File: src/design/ocp_pkg.sv
package ocp_pkg;
	localparam int CNT_W = 16;
	localparam logic [2:0] MODE_OFF = 3'h0;
	localparam logic [2:0] MODE_LOW = 3'h1;
	localparam logic [2:0] MODE_HIGH = 3'h2;
	localparam logic [2:0] MODE_TOGGLE = 3'h3;
	localparam logic [2:0] MODE_SINGLE = 3'h4;
	localparam logic [2:0] MODE_CONT = 3'h5;
	localparam logic [2:0] MODE_PWM = 3'h6;
	localparam logic [2:0] MODE_PWM_FLT = 3'h7;
	localparam int CTL_MODE_LSB = 0;
	localparam int CTL_TSEL_BIT = 3;
	localparam int CTL_FLT_BIT = 4;
	localparam int CTL_SIDL_BIT = 13;
	localparam logic [15:0] CTL_RESET = 16'h0000;
	localparam logic [15:0] VAL_RESET = 16'h0000;
	localparam int OSC_PER_TCY = 4;

	typedef struct packed {
		logic [15:0] count;
		logic [15:0] period;
		logic run;
		logic idle_stop;
	} ocp_timer_s;

	typedef enum logic [1:0] {
		OCP_IDLE,
		OCP_WAIT_START,
		OCP_WAIT_STOP,
		OCP_DONE
	} ocp_pulse_e;
endpackage

File: src/design/ocp_channel.sv
// Overview of operation
// - modes 001/010/011 force low, high, toggle
// - simple modes compare primary against timer count
// - wrap without match leaves pin unchanged
// - 100 single pulse, 101 continuous pulses
// - primary starts pulse, secondary stops it
// - single pulse rearms only on mode rewrite
// - pwm: primary is read-only active duty latch
// - mode 111 low fault tristates the pin
// - fault status at control bit 4
// - fault holds until cleared and mode rewritten
// - pwm period follows timer period plus one
// - period rollover sets pin, reloads duty, flags timer
// - zero duty keeps pin low
// - duty above period keeps pin high
// - sleep holds pin level, resumes on wake
// - idle runs only if both stop bits clear, timer on
// - non-pwm compare sets channel flag, software clears
// - pwm sets timer flag, never channel flag
// - control bit 3 selects second timer
module ocp_channel #(
	parameter int CNT_WIDTH = ocp_pkg::CNT_W
)(
	input wire logic clk,
	input wire logic rst_b,
	input wire logic [15:0] ctl_wdata,
	input wire logic ctl_we,
	input wire logic [CNT_WIDTH-1:0] primary_wdata,
	input wire logic primary_we,
	input wire logic [CNT_WIDTH-1:0] secondary_wdata,
	input wire logic secondary_we,
	input wire ocp_pkg::ocp_timer_s timer_a,
	input wire ocp_pkg::ocp_timer_s timer_b,
	input wire logic cpu_sleep,
	input wire logic cpu_idle,
	input wire logic fault_input_pin_b,
	input wire logic compare_irq_enable,
	input wire logic compare_irq_clear,
	output logic [15:0] channel_control_word,
	output logic [CNT_WIDTH-1:0] primary_compare_value,
	output logic [CNT_WIDTH-1:0] secondary_compare_value,
	output logic compare_output_pin_o,
	output logic compare_output_pin_oe,
	output logic compare_irq_flag,
	output logic compare_irq,
	output logic first_timer_irq_set,
	output logic second_timer_irq_set
);
	logic [2:0] mode_r;
	logic tsel_r;
	logic sidl_r;
	logic fault_r;
	logic [CNT_WIDTH-1:0] pri_r;
	logic [CNT_WIDTH-1:0] sec_r;
	logic pin_r;
	logic oe_r;
	logic flag_r;
	logic irq_r;
	logic t1_set_r;
	logic t2_set_r;
	logic [CNT_WIDTH-1:0] cnt_prev_r;
	ocp_pkg::ocp_pulse_e pulse_r;

	ocp_pkg::ocp_timer_s tb;
	logic [CNT_WIDTH-1:0] cnt;
	logic active;
	logic advanced;
	logic rollover;
	logic is_pwm;
	logic pri_hit;
	logic sec_hit;
	logic cmp_event;

	function automatic logic is_pwm_mode(input logic [2:0] m);
		is_pwm_mode = (m == ocp_pkg::MODE_PWM) || (m == ocp_pkg::MODE_PWM_FLT);
	endfunction

	function automatic logic is_simple_mode(input logic [2:0] m);
		is_simple_mode = (m == ocp_pkg::MODE_LOW) || (m == ocp_pkg::MODE_HIGH) || (m == ocp_pkg::MODE_TOGGLE);
	endfunction

	function automatic logic is_dual_mode(input logic [2:0] m);
		is_dual_mode = (m == ocp_pkg::MODE_SINGLE) || (m == ocp_pkg::MODE_CONT);
	endfunction

	// sleep freezes count tracking, compare events and the pin; idle needs both stop bits clear and the timer on
	always_comb
	begin
		tb = tsel_r ? timer_b : timer_a;
		cnt = tb.count[CNT_WIDTH-1:0];
		active = !cpu_sleep && (!cpu_idle || (!sidl_r && tb.run && !tb.idle_stop));
		advanced = active && (cnt != cnt_prev_r);
	end

	// count back to zero after sitting at the period value is the rollover
	always_comb
	begin
		rollover = advanced && (cnt == '0) && (cnt_prev_r == tb.period[CNT_WIDTH-1:0]);
		is_pwm = is_pwm_mode(mode_r);
		pri_hit = advanced && (cnt == pri_r);
		sec_hit = advanced && (cnt == sec_r);
	end

	// a dual event only counts in the pulse phase that expects it
	always_comb
	begin
		cmp_event = 1'b0;
		if (is_simple_mode(mode_r))
		begin
			cmp_event = pri_hit;
		end
		else if (is_dual_mode(mode_r))
		begin
			cmp_event = (pri_hit && pulse_r == ocp_pkg::OCP_WAIT_START)
				|| (sec_hit && pulse_r == ocp_pkg::OCP_WAIT_STOP);
		end
	end

	always_ff @(posedge clk)
	begin
		if (!rst_b)
		begin
			cnt_prev_r <= '0;
		end
		else if (active)
		begin
			cnt_prev_r <= cnt;
		end
	end

	always_ff @(posedge clk)
	begin
		if (!rst_b)
		begin
			mode_r <= ocp_pkg::CTL_RESET[ocp_pkg::CTL_MODE_LSB +: 3];
			tsel_r <= ocp_pkg::CTL_RESET[ocp_pkg::CTL_TSEL_BIT];
			sidl_r <= ocp_pkg::CTL_RESET[ocp_pkg::CTL_SIDL_BIT];
		end
		else if (ctl_we)
		begin
			mode_r <= ctl_wdata[ocp_pkg::CTL_MODE_LSB +: 3];
			tsel_r <= ctl_wdata[ocp_pkg::CTL_TSEL_BIT];
			sidl_r <= ctl_wdata[ocp_pkg::CTL_SIDL_BIT];
		end
	end

	// fault: sticky until input high and mode rewritten
	always_ff @(posedge clk)
	begin
		if (!rst_b)
		begin
			fault_r <= 1'b0;
		end
		else if (mode_r == ocp_pkg::MODE_PWM_FLT && !fault_input_pin_b)
		begin
			fault_r <= 1'b1;
		end
		else if (ctl_we && fault_input_pin_b)
		begin
			fault_r <= 1'b0;
		end
	end

	always_ff @(posedge clk)
	begin
		if (!rst_b)
		begin
			sec_r <= ocp_pkg::VAL_RESET[CNT_WIDTH-1:0];
		end
		else if (secondary_we)
		begin
			sec_r <= secondary_wdata;
		end
	end

	// software writes to the primary are ignored while pwm owns the latch
	always_ff @(posedge clk)
	begin
		if (!rst_b)
		begin
			pri_r <= ocp_pkg::VAL_RESET[CNT_WIDTH-1:0];
		end
		else if (is_pwm && rollover)
		begin
			pri_r <= sec_r;
		end
		else if (primary_we && !is_pwm)
		begin
			pri_r <= primary_wdata;
		end
	end

	always_ff @(posedge clk)
	begin
		if (!rst_b)
		begin
			pulse_r <= ocp_pkg::OCP_IDLE;
		end
		else if (ctl_we)
		begin
			pulse_r <= ocp_pkg::OCP_WAIT_START;
		end
		else
		begin
			case (pulse_r)
				ocp_pkg::OCP_WAIT_START:
				begin
					if (pri_hit)
						pulse_r <= ocp_pkg::OCP_WAIT_STOP;
				end
				ocp_pkg::OCP_WAIT_STOP:
				begin
					if (sec_hit)
						pulse_r <= (mode_r == ocp_pkg::MODE_CONT) ? ocp_pkg::OCP_WAIT_START
							: ocp_pkg::OCP_DONE;
				end
				ocp_pkg::OCP_DONE:
				begin
					pulse_r <= ocp_pkg::OCP_DONE;
				end
				default:
				begin
					pulse_r <= ocp_pkg::OCP_IDLE;
				end
			endcase
		end
	end

	// pin holds its level unless an event acts; covers wrap and sleep
	always_ff @(posedge clk)
	begin
		if (!rst_b)
		begin
			pin_r <= 1'b0;
		end
		else if (active)
		begin
			case (mode_r)
				ocp_pkg::MODE_LOW:
				begin
					if (pri_hit)
						pin_r <= 1'b0;
				end
				ocp_pkg::MODE_HIGH:
				begin
					if (pri_hit)
						pin_r <= 1'b1;
				end
				ocp_pkg::MODE_TOGGLE:
				begin
					if (pri_hit)
						pin_r <= !pin_r;
				end
				ocp_pkg::MODE_SINGLE, ocp_pkg::MODE_CONT:
				begin
					if (pri_hit && pulse_r == ocp_pkg::OCP_WAIT_START)
						pin_r <= 1'b1;
					else if (sec_hit && pulse_r == ocp_pkg::OCP_WAIT_STOP)
						pin_r <= 1'b0;
				end
				ocp_pkg::MODE_PWM, ocp_pkg::MODE_PWM_FLT:
				begin
					// rollover wins so a nonzero new duty sets the pin high even when the old duty latch was zero
					if (rollover)
						pin_r <= (sec_r != '0);
					else if (pri_hit)
						pin_r <= 1'b0;
				end
				default:
				begin
					pin_r <= pin_r;
				end
			endcase
		end
	end

	always_ff @(posedge clk)
	begin
		if (!rst_b)
		begin
			oe_r <= 1'b0;
		end
		else
		begin
			oe_r <= (mode_r != ocp_pkg::MODE_OFF) && !fault_r
				&& !(mode_r == ocp_pkg::MODE_PWM_FLT && !fault_input_pin_b);
		end
	end

	// set wins over a same-cycle clear
	always_ff @(posedge clk)
	begin
		if (!rst_b)
		begin
			flag_r <= 1'b0;
		end
		else if (cmp_event && !is_pwm)
		begin
			flag_r <= 1'b1;
		end
		else if (compare_irq_clear)
		begin
			flag_r <= 1'b0;
		end
	end

	// irq trails the flag by one cycle; costs latency, keeps one source
	always_ff @(posedge clk)
	begin
		if (!rst_b)
		begin
			irq_r <= 1'b0;
		end
		else
		begin
			irq_r <= compare_irq_enable && flag_r;
		end
	end

	always_ff @(posedge clk)
	begin
		if (!rst_b)
		begin
			t1_set_r <= 1'b0;
			t2_set_r <= 1'b0;
		end
		else
		begin
			t1_set_r <= is_pwm && rollover && !tsel_r;
			t2_set_r <= is_pwm && rollover && tsel_r;
		end
	end

	logic [15:0] ccw_v;
	always_comb
	begin
		ccw_v = ocp_pkg::CTL_RESET;
		ccw_v[ocp_pkg::CTL_MODE_LSB +: 3] = mode_r;
		ccw_v[ocp_pkg::CTL_TSEL_BIT] = tsel_r;
		ccw_v[ocp_pkg::CTL_FLT_BIT] = fault_r;
		ccw_v[ocp_pkg::CTL_SIDL_BIT] = sidl_r;
	end

	assign channel_control_word = ccw_v;
	assign primary_compare_value = pri_r;
	assign secondary_compare_value = sec_r;
	assign compare_output_pin_o = pin_r;
	assign compare_output_pin_oe = oe_r;
	assign compare_irq_flag = flag_r;
	assign compare_irq = irq_r;
	assign first_timer_irq_set = t1_set_r;
	assign second_timer_irq_set = t2_set_r;
endmodule

File: config.mk
export PLATFORM = sky130hd
export DESIGN_NAME = ocp_channel
export DESIGN_NICKNAME = d
export VERILOG_FILES = /design/src/design/ocp_pkg.sv /design/src/design/ocp_channel.sv
export SDC_FILE = /design/constraint.sdc
export NUM_CORES = 1
export LEC_CHECK = 0
export BUFFER_PORTS_ARGS = -buffer_cell sky130_fd_sc_hd__buf_2
export CAP_MARGIN = 15
export CORE_MARGIN = 1
export CORE_UTILIZATION = 48
export DETAILED_ROUTE_END_ITERATION = 12
export HOLD_SLACK_MARGIN = 0.02
export MAX_ROUTING_LAYER = met4
export PLACE_DENSITY = 0.83
export SLEW_MARGIN = 25
export SYNTH_ARGS = -nofsm -noshare
export SYNTH_HDL_FRONTEND = slang
export SYNTH_SLANG_ARGS = --single-unit
File: constraint.sdc
create_clock -name clk -period 5.8 [get_ports clk]
set_input_delay 1.16 -clock clk [delete_from_list [all_inputs] [get_ports clk]]
set_output_delay 1.16 -clock clk [all_outputs]
set_load 0.03 [all_outputs]
==> metrics <==
status completed; Root Driver clkbuf_8; flops & latches, synth 62; diode count 0; Met1 Routed Length 4490 µm; Hold Path Class reg -> reg; PwrDens 242 mW/mm²; clk_skew 0.0104 ns; Slew headroom 0.321; met2 wire length 5000 µm; Critical-path top delay cell dfxtp_2; distinct cell type count after synthesis 45; Via density 5.53; DIE AREA 0.00845 mm²; area share of the largest cell type after synthesis 0.320; Synth Area per Inst 9.30 µm²; clock-pin slew on the worst setup and hold paths 0.07 ns; clk_lat worst skew 0.34 ns; reg2reg setup slack 1.72 ns; final worst path period need 4.08 ns; Setup Fix Bufs, Post-CTS 0; Rows 32; cells after synthesis 417; io pins 180; Synth area leaders dfxtp_1 (32%), xnor2_1 (14%), mux2i_1 (10%); Startpoint Class flip-flop; height of the die 91.9 µm; hold buffer count at CTS 0; die width 91.9 µm; setup_tns 0 ns; layout cells sized above 1 0.348; Critical Path RT 5.98 ns; area of the core 0.00777 mm²; slew at the pin closest to its max-slew limit 1.02 ns; Clock H-tree levels 3; FILL cells 669; slowest stage delay, CP 0.87 ns; DP HPWL 8120 µm; mapped cell area 0.00388 mm²; RSZ-0062 raised after global routing false; initial antenna violation count 0; drt pass-1 iters 5; CTS tree done; reg2reg end primary_compare_value[2]; vias 3680; final hold vios 0; Yosys Warn Count 0; clk buf depth 2; Worst Setup End Kind flip-flop; Worst setup endpoint primary_compare_value[2]; Max-Cap Viols 0; All-Layer GR Usage 0.256; post-route DRC violation count 0; Antenna Nets Post-Route 0; WS Path Type reg -> reg; maximum fanout along the worst path 26; area of the multi-input gates 0.00241 mm²; DR top layer met4; total wire length 10700 µm; input/output buffers 158; Post-CTS Resized 0; fmax 245 MHz; DR WL/cell 16.1 µm; VDD IR max 0.153 mV; Finish-stage setup viols 0; hold_ws 0.460 ns; placer congestion estimate 0.842; number of global-route vias before repair 3446; met3 WL 957 µm; Overflow after GRT 0; Critical Path Start tsel_r; R2R depth 9; Synth area leader dfxtp_1; first-pass GRT wire length 16400 µm; CTS sink cnt 62; FF/Latch Area 0.00124 mm²; NumNets Final 685; CTS buffer count 9; CP arrival 4.26 ns; critical path, cell by cell buf_4 -> mux2i_4 -> nand4_1 -> nor4_1 -> nand3_1 -> nor2_1 -> nand4_1 -> nand3_1 -> a21oi_1; Syn-to-layout area delta 23.8%; Tcrit/Tclk final 0.703; Static Leak 1.97 nW; final instance area 0.00480 mm²; Seq/Total Area, Yosys 0.320; R2R Path Start tsel_r; Post-DP Area 0.00460 mm²; DRT iter0 DRCs 112; largest net degree at the start of global routing 60; Slew Limit Fails 0; Initial Util 0.500
## power breakdown
| group | switching, W | total (W) | internal [W] |
|---|---|---|---|
| Clock | 0.000172 | 0.000382 | 0.000210 |
| Sequential | 0.0000398 | 0.000492 | 0.000452 |
| Combinational | 0.000156 | 0.000288 | 0.000132 |
## cell type report
| class | instances | share of cell area |
|---|---|---|
| Multi-Input combinational cell | 321 | 0.501 |
| Sequential cell | 62 | 0.259 |
| Timing Repair Buffer | 160 | 0.168 |
| Clock buffer | 11 | 0.0294 |
| Tap cell | 102 | 0.0266 |
| Clock inverter | 5 | 0.0122 |
| Inverter | 5 | 0.00391 |
## state kept, by name, indices dropped and copies added, names as in the netlist, 2 cells and up
| register | count |
|---|---|
| cnt_prev_r | 16 |
| primary_compare_value | 16 |
| secondary_compare_value | 16 |
| mode_r | 3 |
| pulse_r | 2 |
## synth_stat cells (all sizes together)
cell type / count
a211oi: 19
a21o: 1
a21oi: 21
a221oi: 1
a22oi: 14
a311o: 1
a311oi: 1
a31oi: 1
and2: 2
and3: 1
buf: 23
clkbuf: 15
conb: 1
dfxtp: 62
inv: 5
mux2i: 55
nand2: 7
nand2b: 3
nand3: 22
nand4: 8
nor2: 48
nor2b: 3
nor3: 3
nor3b: 2
nor4: 24
nor4b: 2
o21a: 2
o21ai: 1
o21bai: 1
o22ai: 1
o31ai: 1
o32ai: 1
o41ai: 1
or2b: 1
xnor2: 63
## through the flow
step / power, W / setup slack, ns / cells / utilization
finish: 0.00116 / 1.72 / 666 / 0.618
global route: 0.00121 / 1.57 / 666 / 0.618
global placement: 0.000779 / 2.05 / 650 / 0.592
CTS: 0.00117 / 1.80 / 666 / 0.618
detailed placement: 0.000787 / 1.82 / 650 / 0.592
floorplan: 0.000702 / 2.98 / 426 / -
## cell families (layout without fill, tap and decap cells)
family / after synthesis / after routing / share of synthesized area
flops: 62 / 62 / 0.320
other cells: 1 / 10 / 0.000967
simple gates: 126 / 126 / 0.166
buf+inv: 43 / 181 / 0.0684
compound gates: 67 / 67 / 0.118
mux: 55 / 55 / 0.184
xor+xnor: 63 / 63 / 0.142
## critical path: cells and delay by family (launching register included)
kind / cells / cell delay (ns)
buf+inv: 1 / 0.48
simple gates: 6 / 2.00
compound gates: 1 / 0.10
mux: 1 / 0.43
flops: 1 / 0.87
## routing by layer
metal | vias to the layer above | global-route usage
met3 | 26 | 0.0672
met1 | 1716 | 0.301
met2 | 171 | 0.411
met5 | - | -
met4 | 0 | 0.112
li1 | 1767 | -
## cell usage in the layout, fill, tap and decap left out, types with 3 or more instances in the layout
cell type | synthesis | routed
a211oi_1 | 19 | 19
a21oi_1 | 20 | 20
a22oi_1 | 14 | 14
buf_2 | 3 | 158
clkbuf_8 | 0 | 10
conb_1 | 1 | 10
dfxtp_1 | 62 | 61
inv_1 | 4 | 4
mux2i_1 | 39 | 39
mux2i_2 | 4 | 4
mux2i_4 | 12 | 12
nand2_1 | 7 | 7
nand2b_1 | 3 | 3
nand3_1 | 22 | 22
nand4_1 | 8 | 8
nor2_1 | 48 | 48
nor2b_1 | 3 | 3
nor3_1 | 3 | 3
nor4_1 | 24 | 24
xnor2_1 | 63 | 63
## worst min-delay path by stage
stage	slack, ns	cells after the start	startpoint	end
3_5_place_dp	0.45	1	fault_r	compare_output_pin_oe
3_3_place_gp	0.44	1	fault_r	compare_output_pin_oe
6_report	0.46	1	fault_r	compare_output_pin_oe
2_1_floorplan	0.43	1	fault_r	compare_output_pin_oe
4_1_cts	0.46	1	fault_r	compare_output_pin_oe
5_1_grt	0.49	1	fault_r	compare_output_pin_oe
(Power assumes the default switching activity.)
